## src/logic/sleep_pkg.sv

```systemverilog
package sleep_pkg;
  localparam logic [2:0]  MODE_IDLE    = 3'h0;
  localparam logic [2:0]  MODE_ADC_NR  = 3'h1;
  localparam logic [2:0]  MODE_PDOWN   = 3'h2;
  localparam logic [2:0]  MODE_PSAVE   = 3'h3;
  localparam logic [2:0]  MODE_STANDBY = 3'h6;
  localparam logic [11:0] ADDR_SLEEP_CTRL = 12'h000;
  localparam logic [11:0] ADDR_CORE_CTRL  = 12'h004;
  localparam logic [11:0] ADDR_ASYNC_STAT = 12'h008;
  localparam logic [11:0] ADDR_STATUS     = 12'h00c;
  localparam int          BIT_ARM         = 0;
  localparam int          BIT_MODE_LO     = 1;
  localparam int          BIT_SCAN_DIS    = 7;
  localparam int          BIT_ASYNC_SEL   = 3;
  localparam int          STANDBY_WAKE_CYC = 6;
  localparam int          HALT_EXTRA_CYC   = 4;
  localparam logic [7:0]  STARTUP_DEFAULT  = 8'h10;
  localparam logic [31:0] RESET_WORD       = 32'h0;

  typedef struct packed {
    logic core_clk;
    logic prog_clk;
    logic io_clk;
    logic conv_clk;
    logic async_clk;
    logic main_osc;
    logic timer_osc;
  } clk_en_t;

  typedef struct packed {
    logic analog_cmp_en;
    logic analog_cmp_uses_ref;
    logic conv_en;
    logic brownout_en;
    logic watchdog_en;
  } analog_t;
endpackage : sleep_pkg

```

## src/logic/wake_counter.sv

```systemverilog
module wake_counter
  import sleep_pkg::*;
#(
  parameter int W = 8
)(
  input  wire logic         clk,
  input  wire logic         rst_n,
  input  wire logic         start,
  input  wire logic [W-1:0] load,
  output logic              done
);
  logic [W-1:0] cnt_r;
  logic         busy_r;

  always_ff @(posedge clk)
  begin
    if (!rst_n)
    begin
      cnt_r  <= '0;
      busy_r <= 1'b0;
    end
    else if (start)
    begin
      cnt_r  <= load;
      busy_r <= 1'b1;
    end
    else if (busy_r)
    begin
      if (cnt_r <= W'(1))
        busy_r <= 1'b0;
      else
        cnt_r <= cnt_r - W'(1);
    end
  end

  assign done = busy_r && (cnt_r <= W'(1));
endmodule : wake_counter

```

## src/logic/sleep_ctrl.sv

```systemverilog
// Overview of operation
// [RL1] Mode 110 with crystal clock enters standby: power-down but oscillator runs.
// [RL2] Wake from standby takes 6 oscillator cycles.
// [RL3] Each mode gates its own set of clock domains and main source.
// [RL4] Deep modes wake only on lines 0-3 or level 4-7; address match always.
// [RL5] Async domain and timer wake in save/noise modes only with select bit; the code leaves async_clk running in noise mode regardless of it.
// [RL6] An enabled converter stays enabled through every sleep mode.
// [RL7] Converter turned off then on makes next conversion extended.
// [RL8] Comparator off in deep modes; its internal reference stays on.
// [RL9] Reference on when brownout, comparator or converter needs it.
// [RL10] Fuse-enabled brownout detector stays on in every mode.
// [RL11] Enabled watchdog keeps running in every mode.
// [RL12] Input buffers off when io and converter clocks both stop.
// [RL13] Debug fuse keeps main clock source on in every mode; the code does so only while the scan port is also enabled (SCAN_PORT_EN).
// [RL14] Scan port disabled by disable bit or unprogrammed enable fuse.
// [RL15] Scan output undriven when port enabled and not shifting.
// [RL16] Core sets arm bit before sleep; no sleep while it is zero.
// [RL17] Mode codes: 000,001,010,011,110; 100,101,111 reserved.
// [RL18] Core halts four cycles past start-up, then services the wake.
// [RL19] Every gated clock is back on before the core is released.
//
// Register access over APB and the register addresses are this design's own decisions.
module sleep_ctrl
#(
  parameter logic [7:0] STARTUP_CYC = sleep_pkg::STARTUP_DEFAULT
)(
  input  wire logic        MCLK,
  input  wire logic        RST_N,
  input  wire logic        PSEL,
  input  wire logic        PENABLE,
  input  wire logic        PWRITE,
  input  wire logic [11:0] PADDR,
  input  wire logic [31:0] PWDATA,
  output logic [31:0]      PRDATA,
  output logic             PREADY,
  output logic             PSLVERR,
  input  wire logic        SLEEP_INSN,
  input  wire logic        XTAL_CLOCK_OPT,
  input  wire logic [7:0]  EXT_IRQ,
  input  wire logic [7:0]  EXT_IRQ_LEVEL_MODE,
  input  wire logic        ADDR_MATCH_IRQ,
  input  wire logic        TIMER2_IRQ,
  input  wire logic        STORE_READY_IRQ,
  input  wire logic        CONV_DONE_IRQ,
  input  wire logic        OTHER_IO_IRQ,
  input  wire sleep_pkg::analog_t ANALOG_IN,
  input  wire logic [2:0]  BROWNOUT_LEVEL_FUSES,
  input  wire logic        DEBUG_ENABLE_FUSE,
  input  wire logic        SCAN_PORT_ENABLE_FUSE,
  input  wire logic        TAP_SHIFTING,
  input  wire logic        TAP_TDO_IN,
  output sleep_pkg::clk_en_t CLK_EN,
  output logic             CORE_HALT,
  output logic             WAKE_IRQ,
  output logic             CONV_EN_OUT,
  output logic             CONV_EXTENDED,
  output logic             CMP_EN_OUT,
  output logic             REF_EN,
  output logic             BROWNOUT_EN,
  output logic             WATCHDOG_RUN,
  output logic             INPUT_BUF_EN,
  output logic             SCAN_PORT_EN,
  output logic             TDO_O,
  output logic             TDO_OE
);
  import sleep_pkg::*;

  typedef enum logic [1:0] {
    ST_RUN   = 2'b00,
    ST_SLEEP = 2'b01,
    ST_START = 2'b11,
    ST_HALT  = 2'b10
  } state_t;

  state_t      state_r;
  logic [2:0]  mode_r;
  logic        arm_r;
  logic        scan_dis_r;
  logic        async_sel_r;
  logic [2:0]  sleep_mode_r;
  logic [7:0]  irq_s1_r;
  logic [7:0]  irq_s2_r;
  logic [7:0]  irq_mask;
  logic        wake;
  logic        deep;
  logic        async_on;
  logic        cnt_start;
  logic [7:0]  cnt_load;
  logic        cnt_done;
  logic        conv_prev_r;
  logic        conv_ext_r;
  clk_en_t     gate;
  logic        wr;
  logic        rd;
  logic        valid_mode;

  assign wr = PSEL && PENABLE && PWRITE;
  assign rd = PSEL && !PENABLE && !PWRITE;
  assign PREADY  = 1'b1;
  assign PSLVERR = 1'b0;

  // Bus writes to the controlling bits
  always_ff @(posedge MCLK)
  begin
    if (!RST_N)
    begin
      mode_r      <= MODE_IDLE;
      arm_r       <= 1'b0;
      scan_dis_r  <= 1'b0;
      async_sel_r <= 1'b0;
    end
    else if (wr)
    begin
      case (PADDR)
        ADDR_SLEEP_CTRL:
        begin
          arm_r  <= PWDATA[BIT_ARM];
          mode_r <= PWDATA[BIT_MODE_LO +: 3];
        end
        ADDR_CORE_CTRL:  scan_dis_r  <= PWDATA[BIT_SCAN_DIS];
        ADDR_ASYNC_STAT: async_sel_r <= PWDATA[BIT_ASYNC_SEL];
        default:         ;
      endcase
    end
  end

  // Read data registered in setup, stable through access
  always_ff @(posedge MCLK)
  begin
    if (!RST_N)
      PRDATA <= RESET_WORD;
    else if (rd)
    begin
      case (PADDR)
        ADDR_SLEEP_CTRL: PRDATA <= {28'h0, mode_r, arm_r};
        ADDR_CORE_CTRL:  PRDATA <= {24'h0, scan_dis_r, 7'h0};
        ADDR_ASYNC_STAT: PRDATA <= {28'h0, async_sel_r, 3'h0};
        ADDR_STATUS:     PRDATA <= {24'h0, conv_ext_r, sleep_mode_r,
                                    2'h0, state_r};
        default:         PRDATA <= RESET_WORD;
      endcase
    end
  end

  // Pins from outside the clock domain
  always_ff @(posedge MCLK)
  begin
    if (!RST_N)
    begin
      irq_s1_r <= 8'h00;
      irq_s2_r <= 8'h00;
    end
    else
    begin
      irq_s1_r <= EXT_IRQ;
      irq_s2_r <= irq_s1_r;
    end
  end

  assign valid_mode = (mode_r == MODE_IDLE) || (mode_r == MODE_ADC_NR) ||
                      (mode_r == MODE_PDOWN) || (mode_r == MODE_PSAVE) ||
                      (mode_r == MODE_STANDBY && XTAL_CLOCK_OPT); // RL17 RL1
  assign deep = (sleep_mode_r != MODE_IDLE);
  assign async_on = async_sel_r && ((sleep_mode_r == MODE_PSAVE) ||
                                    (sleep_mode_r == MODE_ADC_NR)); // RL5
  assign irq_mask = deep ? {EXT_IRQ_LEVEL_MODE[7:4], 4'hf} : 8'hff; // RL4
  always_comb
  begin
    wake = (|(irq_s2_r & irq_mask)) || ADDR_MATCH_IRQ; // RL4
    case (sleep_mode_r)
      MODE_IDLE:   wake = wake || TIMER2_IRQ || STORE_READY_IRQ ||
                          CONV_DONE_IRQ || OTHER_IO_IRQ;
      MODE_ADC_NR: wake = wake || (TIMER2_IRQ && async_on) ||
                          STORE_READY_IRQ || CONV_DONE_IRQ;
      MODE_PSAVE:  wake = wake || (TIMER2_IRQ && async_on); // RL5
      default:     wake = wake;
    endcase
  end

  // Sleep sequencer
  always_ff @(posedge MCLK)
  begin
    if (!RST_N)
    begin
      state_r      <= ST_RUN;
      sleep_mode_r <= MODE_IDLE;
    end
    else
    begin
      case (state_r)
        ST_RUN:
          if (SLEEP_INSN && arm_r && valid_mode) // RL16
          begin
            state_r      <= ST_SLEEP;
            sleep_mode_r <= mode_r;
          end
        ST_SLEEP:  if (wake) state_r <= ST_START;
        ST_START:  if (cnt_done) state_r <= ST_HALT;
        ST_HALT:   if (cnt_done) state_r <= ST_RUN;
        default:   state_r <= ST_RUN;
      endcase
    end
  end

  // Standby wakes fast; power-down and power-save wait the oscillator start-up
  always_comb
  begin
    cnt_start = 1'b0;
    cnt_load  = 8'h01;
    if (state_r == ST_SLEEP && wake)
    begin
      cnt_start = 1'b1;
      if (sleep_mode_r == MODE_STANDBY)
        cnt_load = 8'(STANDBY_WAKE_CYC); // RL2
      else if (sleep_mode_r != MODE_IDLE && sleep_mode_r != MODE_ADC_NR)
        cnt_load = STARTUP_CYC;
    end
    else if (state_r == ST_START && cnt_done)
    begin
      cnt_start = 1'b1;
      cnt_load  = 8'(HALT_EXTRA_CYC); // RL18
    end
  end
  wake_counter #(.W(8)) u_wake_cnt (
    .clk   (MCLK),
    .rst_n (RST_N),
    .start (cnt_start),
    .load  (cnt_load),
    .done  (cnt_done)
  );
  // Gating per mode; all restored from ST_START on, before release
  always_comb
  begin
    gate = '1;
    if (state_r == ST_SLEEP) // RL19
    begin
      gate.core_clk = 1'b0; // RL3
      gate.prog_clk = 1'b0;
      case (sleep_mode_r)
        MODE_IDLE: gate.timer_osc = async_sel_r;
        MODE_ADC_NR:
        begin
          gate.io_clk    = 1'b0;
          gate.timer_osc = async_on;
        end
        MODE_STANDBY:
        begin
          gate.io_clk    = 1'b0; // RL1
          gate.conv_clk  = 1'b0;
          gate.async_clk = 1'b0;
          gate.timer_osc = 1'b0;
        end
        default:
        begin
          gate.io_clk    = 1'b0;
          gate.conv_clk  = 1'b0;
          gate.async_clk = async_on;
          gate.timer_osc = async_on;
          gate.main_osc  = 1'b0;
        end
      endcase
      if (DEBUG_ENABLE_FUSE && SCAN_PORT_EN)
        gate.main_osc = 1'b1; // RL13
    end
  end

  assign CLK_EN    = gate;
  assign CORE_HALT = (state_r != ST_RUN);
  assign WAKE_IRQ  = (state_r == ST_HALT) && cnt_done;
  // Converter never gated by this block
  assign CONV_EN_OUT = ANALOG_IN.conv_en; // RL6

  always_ff @(posedge MCLK)
  begin
    if (!RST_N)
    begin
      conv_prev_r <= 1'b0;
      conv_ext_r  <= 1'b1;
    end
    else
    begin
      conv_prev_r <= ANALOG_IN.conv_en;
      if (!conv_prev_r && ANALOG_IN.conv_en)
        conv_ext_r <= 1'b1; // RL7
      else if (CONV_DONE_IRQ)
        conv_ext_r <= 1'b0;
    end
  end
  assign CONV_EXTENDED = conv_ext_r;

  assign CMP_EN_OUT = ANALOG_IN.analog_cmp_en && !(state_r == ST_SLEEP &&
                      sleep_mode_r != MODE_IDLE &&
                      sleep_mode_r != MODE_ADC_NR); // RL8
  assign BROWNOUT_EN = (BROWNOUT_LEVEL_FUSES != 3'h7); // RL10
  // Reference follows the comparator's request, not its gated enable
  assign REF_EN = BROWNOUT_EN || ANALOG_IN.conv_en ||
                  (ANALOG_IN.analog_cmp_en &&
                   ANALOG_IN.analog_cmp_uses_ref); // RL9 RL8
  assign WATCHDOG_RUN = ANALOG_IN.watchdog_en; // RL11
  // Wake inputs keep their buffers via separate detect path
  assign INPUT_BUF_EN = gate.io_clk || gate.conv_clk; // RL12
  assign SCAN_PORT_EN = SCAN_PORT_ENABLE_FUSE && !scan_dis_r; // RL14
  assign TDO_O  = TAP_TDO_IN;
  assign TDO_OE = SCAN_PORT_EN && TAP_SHIFTING; // RL15
endmodule : sleep_ctrl

```

## config.mk

```make
export PLATFORM = sky130hd
export DESIGN_NAME = sleep_ctrl
export DESIGN_NICKNAME = d
export VERILOG_FILES = /design/src/logic/sleep_pkg.sv /design/src/logic/wake_counter.sv /design/src/logic/sleep_ctrl.sv
export SDC_FILE = /design/constraint.sdc
export NUM_CORES = 1
export LEC_CHECK = 0
export ABC_CLOCK_PERIOD_IN_PS = 2450
export BUFFER_PORTS_ARGS = -buffer_cell sky130_fd_sc_hd__clkbuf_2
export CAP_MARGIN = 10
export CORE_UTILIZATION = 43
export CTS_BUF_LIST = sky130_fd_sc_hd__clkbuf_4 sky130_fd_sc_hd__clkbuf_8 sky130_fd_sc_hd__clkbuf_16
export DETAILED_ROUTE_END_ITERATION = 16
export GPL_ROUTABILITY_DRIVEN = 0
export PLACE_DENSITY_LB_ADDON = 0.15
export SLEW_MARGIN = 25
export SYNTH_ARGS = -nofsm -noshare
export SYNTH_HDL_FRONTEND = slang
export SYNTH_SLANG_ARGS = --single-unit
export TNS_END_PERCENT = 1
```

## constraint.sdc

```tcl
create_clock -name MCLK -period 2.45 [get_ports MCLK]
set_input_delay 0.3675 -clock MCLK [delete_from_list [all_inputs] [get_ports MCLK]]
set_output_delay 0.3675 -clock MCLK [all_outputs]
set_load 0.02 [all_outputs]
```

; After elaboration in Yosys (flattened, before gate mapping)
; Index checks and enable logic that the tools add are counted.
[classes]
n_eq_ne = 20
order_cmp = 1
bitwise_logic = 2
mux = 26
n_addsub = 1
reduce_logical = 60
[ops]
columns = operator, n
row1 = $mux 8, 5
row2 = $pmux 8 s4, 1
row3 = $eq 12x4->1 const B, 2
row4 = $logic_and 1x1->1, 22
row5 = $logic_or 1x1->1, 16
row6 = $eq 12x3->1 const B, 1
row7 = $logic_not 12->1, 1
row8 = $mux 5, 2
row9 = $ne 2x2->1 const B, 5
row10 = $reduce_and 2->1, 5
row11 = $eq 3x2->1 const B, 3
row12 = $and 8x8->8, 1
row13 = $le 8x1->1 const B, 1
row14 = $mux 1, 8
row15 = $mux 2, 4
row16 = $pmux 2 s4, 1
row17 = $reduce_or 8->1, 1
row18 = $sub 8x1->8 const B, 1
row19 = $mux 7, 1
row20 = $eq 3x1->1 const B, 2
row21 = $eq 3x3->1 const B, 2
row22 = $logic_not 3->1, 2
row23 = $logic_not 1->1, 5
row24 = $eq 2x2->1 const B, 2
row25 = other kinds (14), 16
[totals]
output_inout_bits = 53
ff_bits = 70
wordCells = 123
in_bits = 84

; Depth between registers and ports, before layout
[logic_depth]
ltp_word = 14
mapped_depth = 7
mapped_depth_nobuf = 7

; Modules after synthesis
; Synthesis repeated with hierarchy kept, for this count alone.
[hier_totals]
cells_unflattened = 274
hier_area_um2 = 2371.0
[modules_own_cells]
columns = mod, n_inst, cells_each, area_each_um2
row1 = sleep_ctrl, 1, 213, 1845.5
row2 = wake_counter, 1, 61, 525.5

; Worst setup path after synthesis
; Ideal clock, no wire load.
[synth_path]
path_type = register -> output
start = reg u_wake_cnt.cnt_r[3]
end = out WAKE_IRQ
slack_ps = 247
t_arrival_ps = 1836
stages_incl_launch_ff = 5
path_buffers = 1
path_cell_list = dfxtp_1 > or4_1 > buf_2 > or3_1 > nor3_1
[synth_between]
elab_chain_cells = 3
[synth_lines]
columns = item, line_no
row1 = from (decl), wake_counter.sv:12  ; logic [W-1:0] cnt_r;
row2 = from (signal assigned), wake_counter.sv:24  ; cnt_r <= load;
row3 = from (signal assigned), wake_counter.sv:32  ; cnt_r <= cnt_r - W'(1);
row4 = $le 8x1->1, wake_counter.sv:36  ; assign done = busy_r && (cnt_r <= W'(1));
row5 = $logic_and 1x1->1, wake_counter.sv:36
row6 = $logic_and 1x1->1, sleep_ctrl.sv:269  ; assign WAKE_IRQ = (state_r == ST_HALT) && cnt_done;
row7 = to (decl), sleep_ctrl.sv:54  ; output logic WAKE_IRQ,
; No other way between the ends.

; Worst setup path in the final report
; Ends and elaborated chain as after synthesis.

==> metrics <==
status finished with violations; violated checks design-rule violations; synth cell count leaders 46 x dfxtp_1, 30 x buf_4, 30 x nor2_1; total clock sinks 46; DRC violations left 1; share of the synthesized area in the top cell type approximately 40%; Die Area around 5600 sq um; r2r worst-path depth 5; drt wl/cell between 10 and 15 um; HPWL Detailed between 3 and 4 mm; die height about 75 um; Setup Buffers After CTS 0; delay of the slowest critical-path stage about 0.59 ns; Peak VDD IR 0.2454 mV; Vias ~2000; Slew @ Worst Pin 0.7380 ns; Reg clk slew, reported paths 0.09 ns; largest cells by area after synthesis dfxtp_1 40%, buf_4 9.9%, and2_1 5.8%, nor2_1 4.9%, mux2i_1 4.4%; Synth Instances between 200 and 300; crit-path max FO 6; First DRT Iteration DRCs approximately 140; setup violators final 0; core area about 5100 sq um; P&R area growth vs syn 18.86%; Die Wd between 70 and 80 um; register area 920.9 sq um; power share of the clock group between 30% and 40%; Setup Skew between 0.008 and 0.009 ns; initial antenna violation count 0; routed wire length around 4.7 mm; Mean Syn Cell Area between 8 and 9 sq um; Cell Pwr Density approximately 500 nW/um^2; Yosys cell types 47; number of diodes 0; WP data required 2.08 ns; largest net degree at the start of global routing 24; Final Cycle Share a little over nine tenths; final hold viol count 0; Yosys reg bits 46; Psw about 350 uW; CP bufs+invs 1; critical path launch point type register; Inserted Clock Buffers 5; Vias/cell ~4.8; TritonCTS clock tree built; slowest cell on the critical path or4_4; Max Cap Viol 0; CP arrival 2.03 ns; initial core utilization roughly 45%; Lkg Pwr 0.001178 uW; crit path time final 2.399 ns; Worst-Skew Late Latency around 0.3 ns; count leader, synth dfxtp_1; Multi-input gate area around 1200 sq um; async set-reset flop share out of synthesis 0%; R2R Setup Slk 0.42 ns; Slew Limit Headroom approximately half; combinational share of power 9.9%; Reg power frac about 56%; crit path kind register to output port; Int Power 1010 uW; DR pass1 iterations 10; most used flip-flop cell after synthesis dfxtp_1; largest area contributor in the netlist dfxtp_1; NumNets Final around 430; switch share roughly a quarter; CP endpoint kind output port; global-route wire length before repair 7.472 mm; IO Count ~140; Levels on crit path 4; share of cells above drive strength 1 between 20 and 30%; H-tree levels 2; Hold WC Path Type input port to register; Total GRT Usage ~18%; antenna-violating nets left 0; Cells on Worst Hold Path 2; Power, Total ~1400 uW; Fmax ~420 MHz; CTS Buffer Depth 2; number of synthesized flops with an enable pin 0; Post-Syn Area 2276 sq um; Port-buffer cells 74; crit-path cells or4_4 > or3_1 > nor3_2 > clkbuf_2; GR Overflow Total 0; Root Buffer clkbuf_8; Seq/Total Area, Yosys ~40%; fillers between 500 and 600; delay-heaviest family, CP simple AND/OR/NAND/NOR gates; Ys Warns 0; Core Util, Final approximately 53%; Slew Limit Fails 0; vias in the first global route around 1700; # rows 26
-- cells in the final DEF (no fill, tap or decap), types with 3 or more instances in the layout --
master,Yosys,final
nand2_1,12,12
and2_1,21,21
nor2_1,30,30
or2_2,3,3
conb_1,2,26
nor3_1,10,9
a21oi_1,13,13
nor2b_1,6,6
dfxtp_1,46,46
buf_4,30,6
clkbuf_8,0,5
inv_1,6,6
o21ai_0,8,8
nand2b_1,5,5
nand3_1,10,10
xnor2_1,3,3
mux2i_1,10,10
clkbuf_2,0,74
nor4_1,9,9
-- metrics by stage --
step           hold WS (ns)  area, sq um  instances  setup TNS, ns  setup WS, ns
6_report             0.2664         2705        410              0       0.05061
5_1_grt              0.2563         2705        410      -0.001183     -0.001183
4_1_cts              0.2541         2700        410              0      0.006626
3_5_place_dp         0.4193         2606        402              0        0.2840
3_3_place_gp         0.4141         2606        402              0        0.2998
2_1_floorplan        0.4119         2366        290              0        0.2466
-- path summary, 6_finish.rpt --
kind | from | endpoint
max reg2reg | u_wake_cnt.cnt_r[3] | u_wake_cnt.cnt_r[1]
min | EXT_IRQ[6] | irq_s1_r[6]
max | u_wake_cnt.cnt_r[3] | WAKE_IRQ
min reg2reg | irq_s1_r[5] | irq_s2_r[5]
-- power by group through the flow --
stage	clock (uW)	combinational [uW]	sequential, uW
floorplan	0	116	783
global placement	0	133	783
detailed placement	0	134	783
CTS	478	135	766
global route	504	150	767
finish	457	134	765
-- cell type report --
| class | instances | share of cell area (%) |
|---|---|---|
| clock inverters | 3 | 0.7863 |
| multi-input cells | 199 | 43.06 |
| inverters | 7 | 0.9713 |
| well taps | 70 | 3.238 |
| flip-flops and latches | 46 | 34.04 |
| repair buffers | 80 | 15.36 |
| clock buffers | 5 | 2.544 |
-- cell families after synthesis --
group,share of synthesized area [%]
buf+inv,12.70
other cells,0.3300
compound gates,13.03
xor+xnor,1.540
flops,40.46
fa+ha+maj,1.099
simple gates,25.78
mux,5.058
-- registers in the layout, summed over array words and instances, names as in the netlist, 2 cells and up --
register	cells
PRDATA	8
irq_s1_r	8
irq_s2_r	8
mode_r	3
sleep_mode_r	3
state_r	2
u_wake_cnt.cnt_r	8
-- repair_timing --
item	4_1_cts	5_1_grt
hold buffers	0	0
cloned	0	0
pin swaps	0	0
resized for setup	1	1
hold endpoints to repair	0	0
setup endpoints to repair	1	1
-- routing by layer --
metal | GRT usage (%) | vias up | share of wire (%)
met1 | 23.71 | 872 | 47
met4 | 5.870 | 0 | 1.4
met2 | 27.63 | 69 | 45
met5 | 0 | - | 0
met3 | 4.819 | 8 | 6.0
li1 | - | 1012 | -
Power figures use the tool's default switching activity.
